**src/shared/opdec_pkg.sv**
```systemverilog
package opdec_pkg;

	// ***********************************************
	// Opcode bytes and patterns
	// ***********************************************
	localparam logic [7:0] ESCAPE_BYTE      = 8'h0f; // Two-byte escape
	localparam logic [6:0] SIGN_EXT_HI      = 7'h5f; // 0F B[111w] upper 7 bits
	localparam logic [6:0] ZERO_EXT_HI      = 7'h5b; // 0F B[011w] upper 7 bits
	localparam logic [7:0] INVALID_OP_BYTE  = 8'hff; // 0F FF
	localparam logic [7:0] CTRL_WRITE_BYTE  = 8'h22; // 0F 22
	localparam logic [1:0] MODRM_REG_FORM   = 2'h3;  // mod field 11

	// ***********************************************
	// Clock counts
	// ***********************************************
	localparam logic [6:0] LAT_ONE          = 7'h01; // Single clock
	localparam logic [6:0] LAT_INV_PROT_MIN = 7'h08; // Invalid op, prot min
	localparam logic [6:0] LAT_INV_PROT_MAX = 7'h7d; // Invalid op, prot max
	localparam logic [6:0] LAT_CTRL0_WRITE  = 7'h14; // Write control reg 0
	localparam logic [6:0] LAT_CTRL2_WRITE  = 7'h05; // Write control reg 2
	localparam logic [6:0] LAT_CTRL3_WRITE  = 7'h05; // Write control reg 3

	// ***********************************************
	// Instruction classes
	// ***********************************************
	typedef enum logic [2:0] {
		CLS_NONE      = 3'h0, // Not recognised
		CLS_SIGN_EXT  = 3'h1, // move_sign_extend
		CLS_ZERO_EXT  = 3'h2, // move_zero_extend
		CLS_INVALID   = 3'h3, // reserved_invalid_opcode
		CLS_CTRL_MOVE = 3'h4  // Move into control_registers
	} instr_class_t;

	// Field width codes
	localparam logic [1:0] WID_NONE = 2'h0; // Field absent
	localparam logic [1:0] WID_8    = 2'h1; // 8 bits
	localparam logic [1:0] WID_16   = 2'h2; // 16 bits
	localparam logic [1:0] WID_32   = 2'h3; // 32 bits

	// Flag effect codes
	localparam logic [1:0] FLG_KEEP = 2'h0; // Unchanged
	localparam logic [1:0] FLG_MOD  = 2'h1; // Modified
	localparam logic [1:0] FLG_CLR  = 2'h2; // Cleared

endpackage : opdec_pkg

```
**src/core/field_width.sv**
```systemverilog
`timescale 1ns/10ps
`default_nettype none
module field_width (
	input  wire logic       imm_full,  // Encoding has full immediate
	input  wire logic       imm_byte,  // Encoding has 8-bit immediate
	input  wire logic       disp_full, // Encoding has full displacement
	input  wire logic       disp_byte, // Encoding has short displacement
	input  wire logic       op32,      // Operand size is 32
	input  wire logic       addr32,    // Address size is 32
	input  wire logic       w_bit,     // Opcode w bit
	output logic      [1:0] imm_wid,   // Immediate width code
	output logic      [1:0] disp_wid,  // Displacement width code
	output logic      [1:0] opnd_wid   // Operand width code
);

	// ***********************************************
	// Width selection
	// ***********************************************
	// Full operand follows operand size, byte by w bit
	always_comb begin
		opnd_wid = !w_bit ? opdec_pkg::WID_8 :
			(op32 ? opdec_pkg::WID_32 : opdec_pkg::WID_16);
		if (imm_byte || (imm_full && !w_bit))
			imm_wid = opdec_pkg::WID_8;
		else if (imm_full)
			imm_wid = op32 ? opdec_pkg::WID_32 : opdec_pkg::WID_16;
		else
			imm_wid = opdec_pkg::WID_NONE;
		if (disp_byte)
			disp_wid = opdec_pkg::WID_8;
		else if (disp_full)
			disp_wid = addr32 ? opdec_pkg::WID_32 : opdec_pkg::WID_16;
		else
			disp_wid = opdec_pkg::WID_NONE;
	end

endmodule : field_width
`default_nettype wire

```
**src/core/opcode_decoder.sv**
```systemverilog
// Summary of operation
// - 0F B[111w] ModRM: sign-extend move, one clock
// - 0F B[011w] ModRM: zero-extend move, one clock
// - 0F FF invalid: IF modified, trap_flag cleared
// - 0F 22 reg ModRM: control write 20/5/5
// - Full immediate is 8, 16, 32 bits
// - Displacement: 8 signed, or 16/32 by address
`timescale 1ns/10ps
`default_nettype none
module opcode_decoder (
	input  wire logic       MCLK,          // Core clock, 25 MHz
	input  wire logic       RST_N,         // Async reset, active low
	input  wire logic       BYTE_VALID,    // Fetched byte present
	input  wire logic [7:0] BYTE_IN,       // Fetched opcode byte
	input  wire logic       PROT_MODE,     // Protected mode in effect
	input  wire logic       OP32,          // Operand size is 32
	input  wire logic       ADDR32,        // Address size is 32
	input  wire logic       IMM_FULL_IN,   // Encoding carries full imm
	input  wire logic       IMM_BYTE_IN,   // Encoding carries 8-bit imm
	input  wire logic       DISP_FULL_IN,  // Encoding carries full disp
	input  wire logic       DISP_BYTE_IN,  // Encoding carries short disp
	output logic            DEC_VALID,     // One-cycle decode strobe
	output logic      [2:0] DEC_CLASS,     // Instruction class
	output logic      [1:0] OPND_WID,      // Operand width code
	output logic      [1:0] IMM_WID,       // Immediate width code
	output logic      [1:0] DISP_WID,      // Displacement width code
	output logic      [2:0] CTRL_SEL,      // Target control register
	output logic      [1:0] IF_EFFECT,     // Interrupt flag effect
	output logic      [1:0] TRAP_EFFECT,   // trap_flag effect
	output logic      [6:0] CLK_MIN,       // Least clock count
	output logic      [6:0] CLK_MAX        // Greatest clock count
);

	// ***********************************************
	// State
	// ***********************************************
	// Gray codes along escape, opcode, ModRM
	typedef enum logic [1:0] {
		ST_FIRST  = 2'h0, // Awaiting first byte
		ST_SECOND = 2'h1, // Awaiting second byte
		ST_MODRM  = 2'h3  // Awaiting ModRM byte
	} dec_state_t;

	// All sequencer and output state in one word
	typedef struct packed {
		dec_state_t st;        // Sequencer state
		logic [7:0] op2;       // Second opcode byte
		logic       valid;     // Decode strobe
		logic [2:0] cls;       // Class
		logic [1:0] opnd;      // Operand width
		logic [1:0] imm;       // Immediate width
		logic [1:0] disp;      // Displacement width
		logic [2:0] csel;      // Control register select
		logic [1:0] ifx;       // IF effect
		logic [1:0] tfx;       // trap_flag effect
		logic [6:0] cmin;      // Least clocks
		logic [6:0] cmax;      // Greatest clocks
	} dec_regs_t;

	// Register pair and widths worked out by the helper
	dec_regs_t  s_reg;   // Registered state
	dec_regs_t  s_next;  // Next state
	logic [1:0] imm_w;   // Immediate width from helper
	logic [1:0] disp_w;  // Displacement width from helper
	logic [1:0] opnd_w;  // Operand width from helper

	// ***********************************************
	// Decode helpers
	// ***********************************************
	// Latency of a control register write
	function automatic logic [6:0] ctrl_lat(input logic [2:0] sel);
		case (sel)
			3'h0:    ctrl_lat = opdec_pkg::LAT_CTRL0_WRITE;
			3'h2:    ctrl_lat = opdec_pkg::LAT_CTRL2_WRITE;
			3'h3:    ctrl_lat = opdec_pkg::LAT_CTRL3_WRITE;
			// Unreachable: other selectors are refused first
			default: ctrl_lat = opdec_pkg::LAT_CTRL0_WRITE;
		endcase
	endfunction : ctrl_lat

	// Register-form ModRM naming control reg 0, 2 or 3
	function automatic logic ctrl_target_ok(input logic [7:0] modrm);
		logic [2:0] sel; // Middle field of ModRM
		sel = modrm[5:3];
		ctrl_target_ok = modrm[7:6] == opdec_pkg::MODRM_REG_FORM &&
			(sel == 3'h0 || sel == 3'h2 || sel == 3'h3);
	endfunction : ctrl_target_ok

	// Second byte opens an instruction that needs a ModRM
	function automatic logic wants_modrm(input logic [7:0] op);
		wants_modrm = op[7:1] == opdec_pkg::SIGN_EXT_HI ||
			op[7:1] == opdec_pkg::ZERO_EXT_HI ||
			op == opdec_pkg::CTRL_WRITE_BYTE;
	endfunction : wants_modrm

	// Bit 3 of the opcode parts sign from zero extension
	function automatic logic [2:0] ext_class(input logic [7:0] op);
		ext_class = op[3] ? opdec_pkg::CLS_SIGN_EXT :
			opdec_pkg::CLS_ZERO_EXT;
	endfunction : ext_class

	// ***********************************************
	// Field widths
	// ***********************************************
	// Operand and immediate widths follow the w bit of the held opcode
	field_width u_width (
		.imm_full  (IMM_FULL_IN),
		.imm_byte  (IMM_BYTE_IN),
		.disp_full (DISP_FULL_IN),
		.disp_byte (DISP_BYTE_IN),
		.op32      (OP32),
		.addr32    (ADDR32),
		.w_bit     (s_reg.op2[0]),
		.imm_wid   (imm_w),
		.disp_wid  (disp_w),
		.opnd_wid  (opnd_w)
	);

	// ***********************************************
	// Next state
	// ***********************************************
	// Walk escape, second byte, ModRM; emit one strobe
	always_comb begin
		// Strobe drops unless a decode completes
		s_next       = s_reg;
		s_next.valid = 1'b0;
		case (s_reg.st)
			ST_FIRST: begin
				// Only the escape byte opens a walk
				if (BYTE_VALID && BYTE_IN == opdec_pkg::ESCAPE_BYTE)
					s_next.st = ST_SECOND;
			end
			ST_SECOND: begin
				// Escape seen; the opcode proper decides the walk
				if (BYTE_VALID) begin
					s_next.op2 = BYTE_IN;
					s_next.st  = ST_FIRST;
					if (BYTE_IN == opdec_pkg::INVALID_OP_BYTE) begin
						// Completes on this byte, no ModRM follows
						s_next.valid = 1'b1;
						s_next.cls   = opdec_pkg::CLS_INVALID;
						s_next.ifx   = opdec_pkg::FLG_MOD;
						s_next.tfx   = opdec_pkg::FLG_CLR;
						s_next.opnd  = opdec_pkg::WID_NONE;
						s_next.imm   = opdec_pkg::WID_NONE;
						s_next.disp  = opdec_pkg::WID_NONE;
						s_next.csel  = 3'h0;
						// Real mode one clock, protected a range
						s_next.cmin  = PROT_MODE ?
							opdec_pkg::LAT_INV_PROT_MIN : opdec_pkg::LAT_ONE;
						s_next.cmax  = PROT_MODE ?
							opdec_pkg::LAT_INV_PROT_MAX : opdec_pkg::LAT_ONE;
					end else if (wants_modrm(BYTE_IN)) begin
						// Known opcode, ModRM byte still to come
						s_next.st = ST_MODRM;
					end
					// Unknown opcodes fall back to idle silently
				end
			end
			ST_MODRM: begin
				// ModRM closes the instruction
				if (BYTE_VALID) begin
					s_next.st = ST_FIRST;
					if (s_reg.op2 == opdec_pkg::CTRL_WRITE_BYTE) begin
						// Refused forms leave every output standing
						if (ctrl_target_ok(BYTE_IN)) begin
							s_next.valid = 1'b1;
							s_next.cls   = opdec_pkg::CLS_CTRL_MOVE;
							s_next.csel  = BYTE_IN[5:3];
							s_next.opnd  = opdec_pkg::WID_32;
							s_next.imm   = opdec_pkg::WID_NONE;
							s_next.disp  = opdec_pkg::WID_NONE;
							s_next.ifx   = opdec_pkg::FLG_KEEP;
							s_next.tfx   = opdec_pkg::FLG_KEEP;
							s_next.cmin  = ctrl_lat(BYTE_IN[5:3]);
							s_next.cmax  = ctrl_lat(BYTE_IN[5:3]);
						end
					end else begin
						// Extending move, widths from the helper
						s_next.valid = 1'b1;
						s_next.cls   = ext_class(s_reg.op2);
						s_next.opnd  = opnd_w;
						s_next.imm   = imm_w;
						s_next.disp  = disp_w;
						s_next.ifx   = opdec_pkg::FLG_KEEP;
						s_next.tfx   = opdec_pkg::FLG_KEEP;
						s_next.csel  = 3'h0;
						s_next.cmin  = opdec_pkg::LAT_ONE;
						s_next.cmax  = opdec_pkg::LAT_ONE;
					end
				end
			end
			// Unused code: recover to idle
			default: s_next.st = ST_FIRST;
		endcase
	end

	// ***********************************************
	// State register
	// ***********************************************
	// Async clear; outputs read zero until a decode
	always_ff @(posedge MCLK or negedge RST_N) begin
		if (!RST_N) begin
			s_reg <= '0;
		end else begin
			s_reg <= s_next;
		end
	end

	// ***********************************************
	// Outputs
	// ***********************************************
	// Outputs straight from flops
	assign DEC_VALID   = s_reg.valid;
	assign DEC_CLASS   = s_reg.cls;
	assign OPND_WID    = s_reg.opnd;
	assign IMM_WID     = s_reg.imm;
	assign DISP_WID    = s_reg.disp;
	assign CTRL_SEL    = s_reg.csel;
	assign IF_EFFECT   = s_reg.ifx;
	assign TRAP_EFFECT = s_reg.tfx;
	assign CLK_MIN     = s_reg.cmin;
	assign CLK_MAX     = s_reg.cmax;

endmodule : opcode_decoder
`default_nettype wire

```
**config.mk**
```make
export PLATFORM = sky130hd
export DESIGN_NAME = opcode_decoder
export DESIGN_NICKNAME = d
export VERILOG_FILES = /design/src/shared/opdec_pkg.sv /design/src/core/field_width.sv /design/src/core/opcode_decoder.sv
export SDC_FILE = /design/constraint.sdc
export NUM_CORES = 1
export LEC_CHECK = 0
export ABC_AREA = 1
export BUFFER_PORTS_ARGS = -buffer_cell sky130_fd_sc_hd__buf_2
export CORE_MARGIN = 3
export CORE_UTILIZATION = 39
export CTS_CLUSTER_DIAMETER = 100
export CTS_CLUSTER_SIZE = 12
export DETAILED_ROUTE_END_ITERATION = 6
export HOLD_SLACK_MARGIN = 0.1
export PLACE_DENSITY = 0.7
export RECOVER_POWER = 100
export SLEW_MARGIN = 20
export SYNTH_ARGS = -nofsm -noshare
export SYNTH_HDL_FRONTEND = slang
export SYNTH_SLANG_ARGS = --single-unit
export TNS_END_PERCENT = 1
```
**constraint.sdc**
```tcl
create_clock -name MCLK -period 1.06 [get_ports MCLK]
set_input_delay 0.106 -clock MCLK [delete_from_list [all_inputs] [get_ports MCLK]]
set_output_delay 0.106 -clock MCLK [all_outputs]
set_load 0.05 [all_outputs]
```
==> results of run 1 <==
==> final cells by class <==
class                           count  area (sq um)
Timing Repair Buffer               82           574
Inverter                           29           116
Sequential cell                    30           751
Multi-Input combinational cell    118           711
Clock buffer                        8           110
Fill cell                         370          1790
Tap cell                           50          62.6
==> where the power goes <==
group          switching, mW  leakage, nW  internal, mW  total, mW
combinational           2.11        0.820         0.989       3.10
sequential             0.254        0.369          1.58       1.83
clock                  0.438       0.0575         0.655       1.09
==> metrics by stage <==
| step | power (mW) | utilization, % | TNS (ns) | hold slack, ns | setup WS, ns |
|---|---|---|---|---|---|
| final | 6.03 | 56.5 | -2.87 | 0.101 | -0.178 |
| after global routing | 6.36 | 56.5 | -5.20 | 0.108 | -0.249 |
| after CTS | 5.91 | 54.9 | -3.79 | 0.102 | -0.171 |
| after detailed placement | 4.66 | 47.7 | -3.68 | 0.0509 | -0.209 |
| after global placement | 4.61 | 47.7 | -3.09 | 0.0458 | -0.187 |
| after floorplan | 4.36 | - | -1.51 | -0.190 | -0.0904 |
==> cells in the final DEF (no fill, tap or decap), types with 7 or more instances in the layout <==
cell type,n
buf_4,29
inv_1,24
dfrtp_1,30
buf_2,28
nand4_1,10
clkbuf_8,8
nand2_2,8
o21ai_1,8
dlygate4sd3_1,7
nand3_1,7
nor2_1,7
o21ai_2,8
nand2_1,34
==> critical path: stages, from the launching register on <==
cell and delay (ns):
dfrtp_1 0.39, inv_2 0.06, nand2_2 0.04, nor2_2 0.15
nand2_4 0.10, buf_6 0.13, nor2_4 0.12, inv_2 0.07
o21ai_2 0.10
==> metal layers <==
metal | share of wire [%] | wire length [microns]
met4 | 2.0 | 82
met3 | 5.2 | 209
met5 | 0 | 0
met1 | 44 | 1780
met2 | 48 | 1940
==> kinds of logic (layout without fill, tap and decap cells) <==
| group | count (synthesis) | in the layout | share of synthesized area [%] |
|---|---|---|---|
| other | 1 | 6 | 0.219 |
| flip-flops | 30 | 30 | 43.8 |
| AO/OA/AOI/OAI | 26 | 26 | 9.57 |
| buffers and inverters | 63 | 119 | 21.8 |
| AND/OR/NAND/NOR | 82 | 86 | 24.5 |
==> worst max path at each step <==
| stage | start | end | slack, ns | cells after the start |
|---|---|---|---|---|
| 3_3_place_gp | s_reg[40]$_DFFE_PN0P_ | CLK_MIN[4]$_DFFE_PN0P_ | -0.19 | 5 |
| 2_1_floorplan | s_reg[34]$_DFFE_PN0P_ | CLK_MIN[0]$_DFFE_PN0P_ | -0.09 | 8 |
| 6_report | s_reg[31]$_DFFE_PN0P_ | CTRL_SEL[1]$_DFFE_PN0P_ | -0.18 | 8 |
| 3_5_place_dp | s_reg[40]$_DFFE_PN0P_ | CLK_MIN[2]$_DFFE_PN0P_ | -0.21 | 5 |
| 5_1_grt | s_reg[40]$_DFFE_PN0P_ | CTRL_SEL[1]$_DFFE_PN0P_ | -0.25 | 6 |
| 4_1_cts | s_reg[37]$_DFFE_PN0P_ | CTRL_SEL[1]$_DFFE_PN0P_ | -0.17 | 8 |
==> timing repair <==
action,4_1_cts,5_1_grt
buffers inserted,5,1
endpoints found under the setup margin,34,38
hold buffers,7,0
endpoints found under the hold margin,34,0
resized for setup,15,26
pin swaps,7,13
gates cloned,4,0
==> flow_summary.toml, run 1 <==
[die]
num_rows = 23
die_w_microns = 72.3
die_y_microns = 72.3
ios = 49
fp.coreArea_sq_um = 4120
die_area_sq_um = 5220
start_util_pct = 41.6

[sta]
setup_violations = 24
rsz0062_at_grt = "true"
fmax_mhz = 808
finalClockSkew_ns = 0.00683
fin_crit_ns = 1.24
final_max_slew_viol_count = 0
worst_slack_ns = -0.178
period_share_pct = 117
finalHoldViolCount = 0

[route]
wirelength_microns = 4010
ant_nets = 0
vias_per_cell = 4.61
drt_iter0_drc = 90
wl_per_cell_microns = 12.7
drc = 0
dr.pass1.iters = 4
vias = 1460

[worst_setup_path]
worstReg2RegEnd = "CTRL_SEL[1]$_DFFE_PN0P_"
rr_worst_depth = 8
end_kind = "flop"
worst_ep_arrival_time_ns = 1.46
crit-reg2reg-launch = "s_reg[31]$_DFFE_PN0P_"
worst_setup_path_start_kind = "flop"
path_max_fanout = 4
critPathKind = "reg2reg"
crit_required_ns = 1.28
worst-r2r-setup-slack_ns = -0.18

[place]
dpl.cell_count = 292
numPortBuffers = 42
place.gp.congestion = 0.783
dpl-instance-area_sq_um = 1960
dp_hpwl_microns = 2690

[global_route]
grt_overflow = 0
first_global_vias = 1377
grt_util_met1_pct = 22.1
globalRouteTotalUtil_pct = 16.7
top_usage_layer = "met2"
met2_usage_pct = 25.8
grt_pass1_wl_microns = 6580
gr-usage-met3_pct = 3.19
grt_max_degree = 17
antenna_found_initial = 0

[cts]
insertion_delay_ns = 0.29
clockRootBuffer = "clkbuf_8"
numCtsBuffers = 5
ctsLongestPathBuffers = 2
path_clk_slew_ns = 0.07
cts_tree = "done"
cts_max_level = 2
cts_sinks = 30

[worst_hold_path]
worstHoldEndpoint = "s_reg[32]$_DFFE_PN0P_"
hold_class = "in2reg"
hold_depth = 3
hold_start = "BYTE_IN[1]"

[final_layout]
synthToLayoutAreaGrowth_pct = 35.7
antenna_cells = 0
nets = 284
largest_register_ff_count = 10
layout-drive-gt1-share_pct = 46.8
final_cells = 317
design_area_sq_um = 2320

[yosys]
ys_warn_count = 0
synth_edf_count = 0
yosys.cell_count.top_type = "nand2_1"
ys_seq_area_share_pct = 43.8
yosys_most_used_dff = "dfrtp_1"
synth_top_area_cell = "dfrtp_1"
yosys.cell_types.count = 22
synth_top_area_share_pct = 43.8
synthTopCellsByArea = "dfrtp_1 44%, buf_4 13%, nand2_1 9.0%"
async_flop_share_pct = 100
ys_ff_latch = 30
syn_inst = 202
syn_area_per_cell_sq_um = 8.48
synthesis.area_sq_um = 1710
synth_common_cells = "41 x nand2_1, 30 x buf_4, 30 x dfrtp_1"

[power_and_ir_drop]
p_per_area_nw_per_um2 = 2590
leakagePower_nw = 1.25
peakVddDrop_v = 0.00111

[status]
status = "complete, but fails checks"
violations = "negative setup slack"

[flow_run]
maxCapViolCount = 0
Note: power is estimated with default switching activity, not from simulation.
==> run 2, diff against run 1 <==
--- a/config.mk
+++ b/config.mk
@@ -7,14 +7,14 @@
 export LEC_CHECK = 0
 export ABC_AREA = 1
 export BUFFER_PORTS_ARGS = -buffer_cell sky130_fd_sc_hd__buf_2
-export CORE_MARGIN = 3
+export CORE_MARGIN = 2
 export CORE_UTILIZATION = 39
 export CTS_CLUSTER_DIAMETER = 100
 export CTS_CLUSTER_SIZE = 12
 export DETAILED_ROUTE_END_ITERATION = 6
 export HOLD_SLACK_MARGIN = 0.1
 export PLACE_DENSITY = 0.7
-export RECOVER_POWER = 100
+export RECOVER_POWER = 25
 export SLEW_MARGIN = 20
 export SYNTH_ARGS = -nofsm -noshare
 export SYNTH_HDL_FRONTEND = slang
==> flow_summary.toml, run 2 (same netlist as run 1, synthesis figures left out) <==
[die]
fp.coreArea_sq_um = 4290
die_w_microns = 70.3
die_area_sq_um = 4940
num_rows = 24
start_util_pct = 39.9
ios = 49
die_y_microns = 70.3

[cts]
ctsLongestPathBuffers = 2
clockRootBuffer = "clkbuf_8"
insertion_delay_ns = 0.28
numCtsBuffers = 5
cts_max_level = 2
path_clk_slew_ns = 0.07
cts_tree = "done"
cts_sinks = 30

[final_layout]
layout-drive-gt1-share_pct = 44.8
antenna_cells = 0
layout_common_cells = "37 x nand2_1, 35 x buf_2, 32 x buf_4"
utilization_pct = 53.7
synthToLayoutAreaGrowth_pct = 34.6
mostFrequentLayoutCell = "nand2_1"
largest_register_ff_count = 10
nets = 287

[route]
dr.pass1.iters = 4
drc = 0
vias_per_cell = 4.61
vias = 1483
wirelength_microns = 3860
ant_nets = 0
wl_per_cell_microns = 12.0
drt_iter0_drc = 127

[worst_hold_path]
hold_start = "BYTE_IN[4]"
hold_class = "in2reg"

[worst_setup_path]
cp_num_buf_inv = 2
crit_start = "s_reg[40]$_DFFE_PN0P_"
end_kind = "flop"
crit_chain = "nand3_2, clkinv_4, nand3_4, nor2_4, inv_2, o21ai_2"
crit-reg2reg-launch = "s_reg[40]$_DFFE_PN0P_"
critPathKind = "reg2reg"
worst_setup_path_start_kind = "flop"
slowest_delay_ns = 0.43
path_max_fanout = 8
path_delay_family = "simple AND/OR/NAND/NOR gates"
worst_ep_arrival_time_ns = 1.46
crit_required_ns = 1.28
critPathSlowestCell = "dfrtp_1"

[power_and_ir_drop]
leakagePower_nw = 1.25
p_per_area_nw_per_um2 = 2520
peakVddDrop_v = 0.000943

[sta]
period_share_pct = 117
worst_slack_ns = -0.180
setup_violations = 24
finalClockSkew_ns = 0.00506
final_max_slew_viol_count = 0
fmax_mhz = 807
fin_crit_ns = 1.24
whs_ns = 0.121
finalHoldViolCount = 0
rsz0062_at_grt = "true"

[global_route]
grt_pass1_wl_microns = 6720
grt_max_degree = 31
globalRouteTotalUtil_pct = 17.2
antenna_found_initial = 0
grt_overflow = 0
first_global_vias = 1432

[place]
numPortBuffers = 42
dp_hpwl_microns = 2600
place.gp.congestion = 0.750

[flow_run]
maxCapViolCount = 0

[status]
violations = "negative setup slack"
status = "complete, but fails checks"
## run 2: changes by cell type in the layout (fill, tap and decap cells not counted), sizes merged
cell         delta
buf            +10
clkbuf         -10
clkinv          +1
clkinvlp        +1
dlygate4sd3     +2
nand3           -1
## run 2: power breakdown
part           internal (mW)  switching [mW]  total [mW]
sequential              1.58           0.251        1.83
clock                  0.521           0.448       0.969
combinational          0.938            2.07        3.01
## run 2: through the flow
| stage | instances | cell area [sq um] | TNS, ns | worst slack (ns) | total power [mW] |
|---|---|---|---|---|---|
| finish | 322 | 2310 | -2.89 | -0.180 | 5.81 |
| global placement | 295 | 1970 | -3.13 | -0.170 | 4.61 |
| CTS | 319 | 2260 | -3.24 | -0.176 | 5.75 |
| detailed placement | 295 | 1970 | -3.86 | -0.207 | 4.65 |
| floorplan | 207 | 1740 | -1.51 | -0.0904 | 4.36 |
| global route | 322 | 2310 | -5.46 | -0.269 | 6.14 |
## run 2: final timing paths
kind,endpoint,slack [ns],cells past startpoint
setup / recovery,CTRL_SEL[1]$_DFFE_PN0P_,-0.18,6
hold / removal,s_reg[35]$_DFFE_PN0P_,0.12,3
setup reg to reg,CTRL_SEL[1]$_DFFE_PN0P_,-0.18,6
hold reg to reg,s_reg[36]$_DFFE_PN0P_,0.49,2
max in group asynchronous,s_reg[36]$_DFFE_PN0P_,0.35,3
min in group asynchronous,DISP_WID[1]$_DFFE_PN0P_,0.41,3
## run 2: tightest hold or removal path, cell delays in order
cell and delay (ns):
buf_2 0.13, nand2_1 0.06, o21ai_1 0.05
## run 2: metal layers
metal  up-vias  share of wire (%)  GRT usage, %
met5         -                  0             0
met4         0               0.96          3.85
met3         5                4.8          4.18
met2        36                 49          28.3
met1       698                 45          22.9
li1        744                  -             -
## run 2: layout make-up
type	instances	area (sq um)
Multi-Input combinational cell	117	666
Sequential cell	30	751
Fill cell	415	1990
Tap cell	52	65.1
Inverter	29	114
Timing Repair Buffer	86	616
Clock buffer	6	82.6
Clock inverter	2	12.5
## run 2: what timing repair did
item                                    4_1_cts  5_1_grt
resized for setup                            12       19
pin swaps                                     6        2
endpoints found under the hold margin        36        0
endpoints found under the setup margin       34       37
hold buffers                                  9        0
buffers inserted                              4        3
cloned                                        3        0
